<file path="src/shared/sat_map.svh">
// Register offsets, field positions, reset values and widths of the segment translator
`ifndef SAT_MAP_SVH
`define SAT_MAP_SVH
`define SAT_OFF_CTRL 8'h00
`define SAT_OFF_CTRL_FOUR 8'h04
`define SAT_OFF_GLOBAL_LO 8'h08
`define SAT_OFF_GLOBAL_HI 8'h0C
`define SAT_OFF_LOCAL_LO 8'h10
`define SAT_OFF_LOCAL_HI 8'h14
`define SAT_OFF_IDQ 8'h18
`define SAT_OFF_STATUS 8'h1C
`define SAT_OFF_SEL_BASE 8'h20
`define SAT_OFF_SEL_LAST 8'h34
`define SAT_CTRL_LONG 0
`define SAT_CTRL_PAGING 1
`define SAT_CTRL_FOUR_EXT 5
`define SAT_CTRL_RESET 32'h0000_0000
`define SAT_CTRL_FOUR_RESET 32'h0000_0000
`define SAT_SEL_RESET 16'h0000
`define SAT_SEL_PRIV_MSB 1
`define SAT_SEL_TABLE 2
`define SAT_SEL_IDX_LSB 3
`define SAT_DESC_SHIFT 3
`define SAT_PA_LEGACY 32
`define SAT_PA_EXT 36
`define SAT_STATUS_BUSY 8
`endif

</file>
<file path="src/shared/sat_pkg.sv">
// Types shared by the segment translator and its bench
package sat_pkg;
  typedef enum logic [2:0] {
    SEG_CODE = 3'h0, SEG_STACK = 3'h1, SEG_DATA = 3'h2,
    SEG_EXTRA = 3'h3, SEG_AUX_ONE = 3'h4, SEG_AUX_TWO = 3'h5
  } sat_seg_e;
  typedef enum logic [2:0] {
    FLT_NONE = 3'h0, FLT_NULL_LOAD = 3'h1, FLT_NULL_USE = 3'h2, FLT_LIMIT = 3'h3,
    FLT_RIGHTS = 3'h4, FLT_CANON = 3'h5, FLT_NOT_PRESENT = 3'h6
  } sat_fault_e;
  typedef enum logic [1:0] {
    ST_IDLE = 2'b01,
    ST_FETCH = 2'b10
  } sat_state_e;
  // Hidden cached part of one segment register
  typedef struct packed {
    logic [63:0] base;
    logic [31:0] limit;
    logic [7:0] access;
    logic longCode;
    logic isNull;
  } sat_cache_s;
  // One memory reference from the pipeline
  typedef struct packed {
    sat_seg_e seg;
    logic [63:0] offset;
    logic write;
    logic exec;
  } sat_acc_s;
endpackage

</file>
<file path="src/logic/sat_translator.sv">
// Segment selector decode, descriptor caching, access checks and linear address forming
`timescale 1ns/1ps
`include "sat_map.svh"
module sat_translator
  import sat_pkg::*;
#(
  parameter int PHYS_WIDTH = 36,
  parameter int VA_WIDTH = 48
)
(
  input wire logic clk,
  input wire logic reset,
  input wire logic clkEn,
  // Register port
  input wire logic [7:0] regAddr,
  input wire logic [31:0] regWrData,
  input wire logic regWr,
  input wire logic regRd,
  output logic [31:0] regRdData,
  // Descriptor fetch toward memory
  output logic descReqValid,
  output logic [63:0] descReqAddr,
  input wire logic descRspValid,
  input wire logic [63:0] descRspData,
  // Memory reference from the pipeline
  input wire logic accValid,
  input wire sat_acc_s accReq,
  // Direct physical address when paging is off
  output logic physValid,
  output logic [63:0] physAddr,
  // Linear address handed to the paging stage
  output logic pageReqValid,
  output logic [63:0] pageLinAddr,
  // Fault report to the exception unit
  output logic faultValid,
  output sat_fault_e faultCode,
  output logic [1:0] faultPriv,
  output logic busy
);

  localparam int SEG_COUNT = 6;
  localparam int CANON_SHIFT = 64 - VA_WIDTH;

  // Widths the address logic cannot serve are reported by an error at the start of simulation
  initial
  begin
    if (PHYS_WIDTH < 32 || PHYS_WIDTH > 52 || VA_WIDTH < 32 || VA_WIDTH > 63)
    begin
      $error("sat_translator: unsupported address width parameter");
    end
  end

  // Software visible state and the hidden segment caches
  logic [31:0] ctrl_q;
  logic [31:0] ctrlFour_q;
  logic [63:0] globalBase_q;
  logic [63:0] localBase_q;
  logic [15:0] selector_q [SEG_COUNT];
  sat_cache_s cache_q [SEG_COUNT];
  sat_fault_e lastFault_q;
  logic [31:0] rdData_q;

  // Load sequencer state
  sat_state_e state_q;
  sat_state_e state_d;
  logic [2:0] pendSeg_q;
  logic [15:0] pendSel_q;

  // Registered translation results
  logic physValid_q;
  logic [63:0] physAddr_q;
  logic pageValid_q;
  logic [63:0] pageAddr_q;

  // Address decode of the register port
  wire logic hitCtrl = regAddr == `SAT_OFF_CTRL;
  wire logic hitCtrlFour = regAddr == `SAT_OFF_CTRL_FOUR;
  wire logic hitGlobalLo = regAddr == `SAT_OFF_GLOBAL_LO;
  wire logic hitGlobalHi = regAddr == `SAT_OFF_GLOBAL_HI;
  wire logic hitLocalLo = regAddr == `SAT_OFF_LOCAL_LO;
  wire logic hitLocalHi = regAddr == `SAT_OFF_LOCAL_HI;
  wire logic hitIdq = regAddr == `SAT_OFF_IDQ;
  wire logic hitStatus = regAddr == `SAT_OFF_STATUS;
  wire logic hitSel = regAddr >= `SAT_OFF_SEL_BASE && regAddr <= `SAT_OFF_SEL_LAST && regAddr[1:0] == 2'b00;
  wire logic [7:0] selOffset = regAddr - `SAT_OFF_SEL_BASE;
  wire logic [2:0] selIdx = selOffset[4:2];

  // Selector fields of a selector being written
  // index bits 15-3
  wire logic [12:0] wrIndex = regWrData[15:`SAT_SEL_IDX_LSB];
  wire logic wrTableSel = regWrData[`SAT_SEL_TABLE];
  wire logic [1:0] wrPriv = regWrData[`SAT_SEL_PRIV_MSB:0];
  wire logic wrIsNull = wrIndex == 13'h0000 && !wrTableSel;
  wire logic wrCodeOrStack = selIdx == SEG_CODE || selIdx == SEG_STACK;

  // A selector write is refused while a fetch is in flight
  wire logic selWrite = clkEn && regWr && hitSel && state_q == ST_IDLE;
  wire logic nullLoadFault = selWrite && wrIsNull && wrCodeOrStack;
  wire logic nullLoadOk = selWrite && wrIsNull && !wrCodeOrStack;
  // fetch only on a selector load
  wire logic startFetch = selWrite && !wrIsNull;

  // descriptor address is table base plus eight times index
  // bit 2 picks the local table
  wire logic [63:0] tableBase = wrTableSel ? localBase_q : globalBase_q;
  wire logic [63:0] descAddr = tableBase + {48'h0000_0000_0000, wrIndex, 3'b000};

  // Descriptor fields; two limit parts form a 20-bit value
  wire logic [31:0] rspBase = {descRspData[63:56], descRspData[39:16]};
  wire logic [19:0] rspLimit20 = {descRspData[51:48], descRspData[15:0]};
  wire logic [7:0] rspAccess = descRspData[47:40];
  wire logic rspGran = descRspData[55];
  wire logic rspLong = descRspData[53];
  wire logic [31:0] rspLimit = rspGran ? {rspLimit20, 12'hFFF} : {12'h000, rspLimit20};
  wire logic rspTaken = clkEn && state_q == ST_FETCH && descRspValid;
  wire logic rspAbsent = !rspAccess[7];
  wire logic rspFault = rspTaken && rspAbsent;

  // Fetch sequencer: one descriptor in flight at a time
  always_comb
  begin
    state_d = state_q;
    case (state_q)
      ST_IDLE:
        if (startFetch)
          state_d = ST_FETCH;
      ST_FETCH:
        if (descRspValid)
          state_d = ST_IDLE;
      default:
        state_d = ST_IDLE;
    endcase
  end

  always_ff @(posedge clk or posedge reset)
  begin
    if (reset)
    begin
      state_q <= ST_IDLE;
      pendSeg_q <= 3'h0;
      pendSel_q <= `SAT_SEL_RESET;
    end
    else if (clkEn)
    begin
      state_q <= state_d;
      if (startFetch)
      begin
        pendSeg_q <= selIdx;
        pendSel_q <= regWrData[15:0];
      end
    end
  end

  // Per-segment visible selector and hidden cache
  genvar g;
  generate
    for (g = 0; g < SEG_COUNT; g++)
    begin : gSeg
      wire logic wrThis = selWrite && selIdx == 3'(g) && !nullLoadFault;
      wire logic fillThis = rspTaken && !rspAbsent && pendSeg_q == 3'(g);
      always_ff @(posedge clk or posedge reset)
      begin
        if (reset)
        begin
          selector_q[g] <= `SAT_SEL_RESET;
          cache_q[g] <= '{base: 64'h0, limit: 32'h0, access: 8'h00, longCode: 1'b0, isNull: 1'b1};
        end
        else if (clkEn)
        begin
          if (wrThis)
            selector_q[g] <= regWrData[15:0];
          // a null load marks the cache without fetching
          if (wrThis && nullLoadOk)
            cache_q[g].isNull <= 1'b1;
          // descriptor captured into the hidden part
          else if (fillThis)
          begin
            // Upper base bits cleared so narrow loads stay consistent
            cache_q[g].base <= {32'h0000_0000, rspBase};
            cache_q[g].limit <= rspLimit;
            cache_q[g].access <= rspAccess;
            cache_q[g].longCode <= rspLong;
            cache_q[g].isNull <= 1'b0;
          end
        end
      end
    end
  endgenerate

  // Operating mode
  wire logic longActive = ctrl_q[`SAT_CTRL_LONG];
  wire logic pagingOn = ctrl_q[`SAT_CTRL_PAGING];
  wire logic physExtOn = ctrlFour_q[`SAT_CTRL_FOUR_EXT];
  // current code segment decides the sub-mode
  wire logic mode64 = longActive && cache_q[SEG_CODE].longCode;
  // compatibility falls back to the legacy path
  wire logic legacyPath = !mode64;

  // Selected segment of the current reference
  wire sat_cache_s accCache = cache_q[accReq.seg];
  wire logic [1:0] accPriv = selector_q[accReq.seg][`SAT_SEL_PRIV_MSB:0];
  wire logic accAux = accReq.seg == SEG_AUX_ONE || accReq.seg == SEG_AUX_TWO;
  wire logic accSegOk = accReq.seg <= SEG_AUX_TWO;

  // legacy offset is 32 bits and base upper half ignored
  wire logic [31:0] legacyLin = accCache.base[31:0] + accReq.offset[31:0];
  wire logic [63:0] longBase = accAux ? accCache.base : 64'h0000_0000_0000_0000;
  // full 64-bit sum in 64-bit sub-mode
  wire logic [63:0] longLin = longBase + accReq.offset;
  wire logic [63:0] linAddr = legacyPath ? {32'h0000_0000, legacyLin} : longLin;

  // canonical form: upper bits copy the top implemented bit
  wire logic [63:0] canonView = 64'($signed(longLin << CANON_SHIFT) >>> CANON_SHIFT);
  wire logic canonBad = mode64 && canonView != longLin;

  // null selectors fault when used; 64-bit mode ignores data selectors
  wire logic nullUse = accCache.isNull && (legacyPath || accReq.seg == SEG_CODE);

  // access rights against the cached descriptor
  wire logic isCode = accCache.access[3];
  wire logic rwBit = accCache.access[1];
  wire logic rightsBad = legacyPath && (
    (accReq.exec && !isCode) ||
    (accReq.write && (isCode || !rwBit)) ||
    (!accReq.write && !accReq.exec && isCode && !rwBit));
  // no runtime limit check in 64-bit sub-mode
  wire logic limitBad = legacyPath && accReq.offset[31:0] > accCache.limit;

  wire logic accTaken = clkEn && accValid && accSegOk;

  // Fault priority: load faults first, then null use, canonical, rights, limit
  always_comb
  begin
    faultCode = FLT_NONE;
    if (nullLoadFault)
      faultCode = FLT_NULL_LOAD;
    else if (rspFault)
      faultCode = FLT_NOT_PRESENT;
    else if (accTaken && nullUse)
      faultCode = FLT_NULL_USE;
    else if (accTaken && canonBad)
      faultCode = FLT_CANON;
    else if (accTaken && rightsBad)
      faultCode = FLT_RIGHTS;
    else if (accTaken && limitBad)
      faultCode = FLT_LIMIT;
  end

  // fault reported in the cycle of the offending access
  assign faultValid = faultCode != FLT_NONE;
  assign faultPriv = nullLoadFault ? wrPriv : accPriv;
  wire logic accFault = accTaken && (nullUse || canonBad || rightsBad || limitBad);
  // faulting references never produce an address
  wire logic accGood = accTaken && !accFault;

  // legacy physical space is 32 bits; extension flag widens it
  wire logic [63:0] physMask = mode64 ? ~(64'hFFFF_FFFF_FFFF_FFFF << PHYS_WIDTH) :
                               physExtOn ? ~(64'hFFFF_FFFF_FFFF_FFFF << `SAT_PA_EXT) :
                               ~(64'hFFFF_FFFF_FFFF_FFFF << `SAT_PA_LEGACY);

  // Translation results stand one cycle after the reference
  always_ff @(posedge clk or posedge reset)
  begin
    if (reset)
    begin
      physValid_q <= 1'b0;
      physAddr_q <= 64'h0000_0000_0000_0000;
      pageValid_q <= 1'b0;
      pageAddr_q <= 64'h0000_0000_0000_0000;
    end
    else if (clkEn)
    begin
      // paging off: linear goes straight to the bus
      physValid_q <= accGood && !pagingOn;
      // paging on: second stage gets the linear address
      pageValid_q <= accGood && pagingOn;
      if (accGood && !pagingOn)
        physAddr_q <= linAddr & physMask;
      if (accGood && pagingOn)
        pageAddr_q <= linAddr;
    end
  end

  // Control and table registers
  always_ff @(posedge clk or posedge reset)
  begin
    if (reset)
    begin
      ctrl_q <= `SAT_CTRL_RESET;
      ctrlFour_q <= `SAT_CTRL_FOUR_RESET;
      globalBase_q <= 64'h0000_0000_0000_0000;
      localBase_q <= 64'h0000_0000_0000_0000;
    end
    else if (clkEn && regWr)
    begin
      if (hitCtrl)
        ctrl_q <= regWrData & 32'h0000_0003;
      if (hitCtrlFour)
        ctrlFour_q <= regWrData;
      if (hitGlobalLo)
        globalBase_q[31:0] <= regWrData;
      if (hitGlobalHi)
        globalBase_q[63:32] <= regWrData;
      if (hitLocalLo)
        localBase_q[31:0] <= regWrData;
      if (hitLocalHi)
        localBase_q[63:32] <= regWrData;
    end
  end

  // Last fault code stays until the next fault overwrites it
  always_ff @(posedge clk or posedge reset)
  begin
    if (reset)
      lastFault_q <= FLT_NONE;
    else if (clkEn && faultValid)
      lastFault_q <= faultCode;
  end

  // identification query carries the physical width in bits 7-0
  wire logic [31:0] idqWord = {24'h00_0000, 8'(PHYS_WIDTH)};
  wire logic [31:0] statusWord = {23'h00_0000, state_q == ST_FETCH, 5'h00, lastFault_q};
  wire logic [31:0] selWord = {16'h0000, selector_q[selIdx]};

  // Read selection; unmapped offsets read as zero
  wire logic [31:0] rdMux =
    hitCtrl ? ctrl_q :
    hitCtrlFour ? ctrlFour_q :
    hitGlobalLo ? globalBase_q[31:0] :
    hitGlobalHi ? globalBase_q[63:32] :
    hitLocalLo ? localBase_q[31:0] :
    hitLocalHi ? localBase_q[63:32] :
    hitIdq ? idqWord :
    hitStatus ? statusWord :
    hitSel ? selWord : 32'h0000_0000;

  // Read data valid only in the cycle after the strobe
  always_ff @(posedge clk or posedge reset)
  begin
    if (reset)
      rdData_q <= 32'h0000_0000;
    else if (clkEn)
      rdData_q <= regRd ? rdMux : 32'h0000_0000;
  end

  // Fetch request stands from the load until the response
  logic [63:0] descAddrHeld_q;
  assign descReqValid = state_q == ST_FETCH;
  assign descReqAddr = descAddrHeld_q;
  always_ff @(posedge clk or posedge reset)
  begin
    if (reset)
      descAddrHeld_q <= 64'h0000_0000_0000_0000;
    else if (clkEn && startFetch)
      descAddrHeld_q <= descAddr;
  end

  assign regRdData = rdData_q;
  assign physValid = physValid_q;
  assign physAddr = physAddr_q;
  assign pageReqValid = pageValid_q;
  assign pageLinAddr = pageAddr_q;
  assign busy = state_q == ST_FETCH;

endmodule // sat_translator

</file>
<file path="config.mk">
export PLATFORM = sky130hd
export DESIGN_NAME = sat_translator
export DESIGN_NICKNAME = d
export VERILOG_FILES = /design/src/shared/sat_pkg.sv /design/src/logic/sat_translator.sv
export VERILOG_INCLUDE_DIRS = /design/src /design/src/shared
export SDC_FILE = /design/constraint.sdc
export NUM_CORES = 2
export LEC_CHECK = 0
export BUFFER_PORTS_ARGS = -buffer_cell sky130_fd_sc_hd__buf_2
export CORE_MARGIN = 10
export CORE_UTILIZATION = 38
export DETAILED_ROUTE_END_ITERATION = 16
export GPL_TIMING_DRIVEN = 0
export SLEW_MARGIN = 40
export SYNTH_ARGS = -nofsm -noshare
export SYNTH_HDL_FRONTEND = slang
export SYNTH_SLANG_ARGS = --single-unit
</file>
<file path="constraint.sdc">
create_clock -name clk -period 53 [get_ports clk]
set_input_delay 7.95 -clock clk [delete_from_list [all_inputs] [get_ports clk]]
set_output_delay 7.95 -clock clk [all_outputs]
set_load 0.03 [all_outputs]
</file>
==> flow_summary.toml <==
[status]
outcome = "finished, final reports clean"

[sta]
rsz0062_at_grt = "false"
min_period_ns = 22.99
fmax_ghz = 0.04351
setup_violations = 0
slew_headroom = 0.3652
timing.setup.tns_ns = 0
finClkSkew_ns = 0.03137
slew_viol_final = 0
hold_viol = 0
min_period_over_period = 0.4337
tightestPinTransition_ns = 0.9522

[synth]
netlist_instances = 4199
synth_cell_types = 96
synth_mux_area_frac = 0.1966
synth-adder-area-share = 0.03116
syn_area_per_cell_um2 = 10.79
synthDominantCellAreaShare = 0.4752
yosys-top-cells-area = "dfrtp_1, mux2_2, nand2_1"
synth_top_family_by_area = "multiplexers"
synth_compound_area_frac = 0.1164
syn_area_um2 = 45290
synth_top_area_cell = "dfrtp_1"
synth_seq_cells = 867
synth_simple_gate_area_frac = 0.1161
synth-edff-count = 0
async_flop_share = 1.000
ys_dominant_reg_cell = "dfrtp_1"
synth_xor_xnor_area_share = 0.02514
synth-seq-area-share = 0.4792
yosysWarnings = 0

[detailed_routing]
vias = 36040
via_per_inst = 5.682
routed_wl_mm = 162.2
first_pass_iters = 7
drt-initial-drc-count = 3423
postRouteAntennaNets = 0
route.detailed.drc = 0
wl_per_cell_um = 25.58

[floorplanning]
pin_count = 414
dieWidth_um = 365.2
fp.coreArea_um2 = 118200
rows = 126
die_area_um2 = 133400
start_util = 0.3830
die_h_um = 365.2

[power_and_ir_drop]
powerDensity_nw_per_um2 = 28.82
p_switching_mw = 0.3927
comb_power_share = 0.090
power.leakage_nw = 25.95
ir_drop_mv = 0.02945
p_int_mw = 1.136
pwr-share-seq = 0.448
report.power.total_mw = 1.529
sw_frac_of_total = 0.2568
pwr-share-clk = 0.462

[grt]
busiest_layer = "met2"
met2_usage = 0.3869
overflow = 0
grt_max_degree = 80
grt_pass1_vias = 36210
grt.total_usage = 0.2374
antenna_found_initial = 39
use_met3 = 0.05629
grt_pass1_wl_mm = 239.8
use_met1 = 0.3048

[clock_network]
clkLatencyLatePin_ns = 0.70
root_buffer = "clkbuf_16"
post_cts_buffers = 0
clkTransAtPathRegs_ns = 0.06
ctsResizeCount = 0
cts_buffers = 96
cts.sink_count = 867
htreeDepth = 3
clock_path_buffers = 3
cts_tree = "done"
ctsHoldBuffers = 0

[layout]
syn2layout_area_growth_pct = 17.14
register_area_um2 = 21700
fillers = 11230
finish.utilization = 0.4487
drive_above_1_share = 0.2610
multi_input_area_um2 = 22180
nets = 5008

[worst_setup_path]
critPathKind = "in -> out"
cp-end-kind = "output pin"
crit_path_frequent_cell = "buf_2"
arrival_ns = 15.04
crit_path_top_delay_cell = "o21ai_0"
required_ns = 45.05
worstPathMaxFanout = 10
cp_slowest_stage_delay_ns = 0.72
crit_chain = "clkbuf_1, clkbuf_1, buf_2, clkbuf_2, buf_2, mux2i_1, nor2_1, ha_1, fa_1, a21o_1, a221oi_4, nor4_4, o31ai_4, nand3_1, nand4_1, a21oi_1, o2111ai_1, and2_1, a21oi_1, o21ai_0, buf_2"
cp-start-kind = "input pin"

[placed_design]
port-buffer-count = 374
gp_routability_congestion = 0.9382
dp_hpwl_mm = 123.1

[flow_run]
drv_cap = 0

[worst_hold_path]
hold_class = "reg -> reg"
power groups by stage:
stage	combinational, mW	clock [mW]	sequential, mW
floorplan	0.0657	0	0.712
finish	0.138	0.706	0.685
CTS	0.139	0.717	0.685
global placement	0.133	0	0.698
global route	0.148	0.744	0.686
detailed placement	0.138	0	0.697
final timing paths:
kind	slack (ns)	end	cells after the start	startpoint
worst max-delay path	30.01	faultCode[0]	21	accReq[66]
worst min-delay path	0.47	cache_q[375]$_DFFE_PP0P_	2	cache_q[375]$_DFFE_PP0P_
worst max register to register	47.48	pageLinAddr[2]$_DFFE_PP0P_	17	cache_q[42]$_DFFE_PP0P_
worst min register to register	0.47	cache_q[375]$_DFFE_PP0P_	2	cache_q[375]$_DFFE_PP0P_
max in group asynchronous	43.62	physAddr[15]$_DFFE_PP0P_	7	reset
min in group asynchronous	7.25	selector_q[59]$_DFFE_PP0P_	2	reset
registers in the layout (all words and copies together), names as in the netlist:
name	flops
cache_q	403
selector_q	96
descReqAddr	64
globalBase_q	64
localBase_q	64
pageLinAddr	64
physAddr	36
ctrlFour_q	32
regRdData	32
lastFault_q	3
pendSeg_q	3
ctrl_q	2
state_q	2
pageReqValid	1
physValid	1
layout make-up:
cell class,instances,share of cell area
Antenna cell,17,0.0008018
Buffer,293,0.02601
Clock buffer,140,0.05372
Clock inverter,30,0.008395
Inverter,68,0.004952
Multi-Input combinational cell,2998,0.4181
Sequential cell,867,0.4091
Tap cell,1536,0.03622
Timing Repair Buffer,393,0.04273
cell families after synthesis:
group / Yosys count
AOI/OAI and AO/OA: 820
xor gates and xnor gates: 130
adders and majority gates: 111
buffers and inverters: 361
DFF: 867
muxes: 711
other: 1
and+or+nand+nor: 1198
cell usage in the layout, fill, tap and decap left out, types with 24 or more instances in the layout:
| cell | synthesis | routed |
|---|---|---|
| a21oi_1 | 148 | 148 |
| mux2i_1 | 147 | 147 |
| clkbuf_8 | 0 | 24 |
| conb_1 | 1 | 28 |
| clkbuf_1 | 209 | 213 |
| mux4_2 | 84 | 84 |
| nand4_1 | 43 | 43 |
| nand2_1 | 721 | 721 |
| o21ai_0 | 314 | 314 |
| a222oi_1 | 29 | 29 |
| dfrtp_1 | 860 | 860 |
| xor2_1 | 72 | 72 |
| clkbuf_16 | 0 | 98 |
| inv_1 | 68 | 67 |
| mux2_2 | 435 | 435 |
| mux2_4 | 36 | 36 |
| a21o_1 | 90 | 90 |
| buf_2 | 10 | 399 |
| xnor2_1 | 58 | 58 |
| nor2_1 | 183 | 181 |
| and3_1 | 25 | 25 |
| ha_1 | 108 | 108 |
| buf_4 | 37 | 40 |
| nand3_1 | 54 | 54 |
cell usage after synthesis, drive strengths merged (25+ instances only):
master / count
buf: 83
inv: 68
dfrtp: 860
mux4: 84
clkbuf: 210
ha: 108
and3: 25
nor3: 26
nand3: 55
nor2: 184
a21oi: 150
xor2: 72
mux2: 480
nand4: 43
xnor2: 58
a222oi: 29
a21o: 90
mux2i: 147
nor4: 25
o21ai: 322
nand2: 721
worst max-delay path, delay by kind of cell:
| family | cells | cell delay (ns) |
|---|---|---|
| AOI/OAI and AO/OA | 7 | 2.34 |
| muxes | 1 | 0.23 |
| adders and majority gates | 2 | 0.73 |
| and+or+nand+nor | 5 | 0.99 |
| buffers and inverters | 6 | 2.74 |
metrics by stage:
| step | hold slack (ns) | instances | setup slack (ns) | cell area [um2] |
|---|---|---|---|---|
| 2_1_floorplan | 0.4403 | 4226 | 20.70 | 45390 |
| 4_1_cts | 0.4711 | 6324 | 29.82 | 52980 |
| 6_report | 0.4684 | 6342 | 30.01 | 53060 |
| 3_3_place_gp | 0.4527 | 6136 | 10.40 | 49190 |
| 5_1_grt | 0.4838 | 6333 | 29.61 | 53030 |
| 3_5_place_dp | 0.4570 | 6154 | 29.83 | 49690 |
layer usage:
layer  vias to the layer above  routed length, um
met5                         -                141
met4                        24               6454
met3                       325              13180
met2                      1338              76270
met1                     18340              66200
li1                      16010                  -
Note: power is estimated with default switching activity, not from simulation.
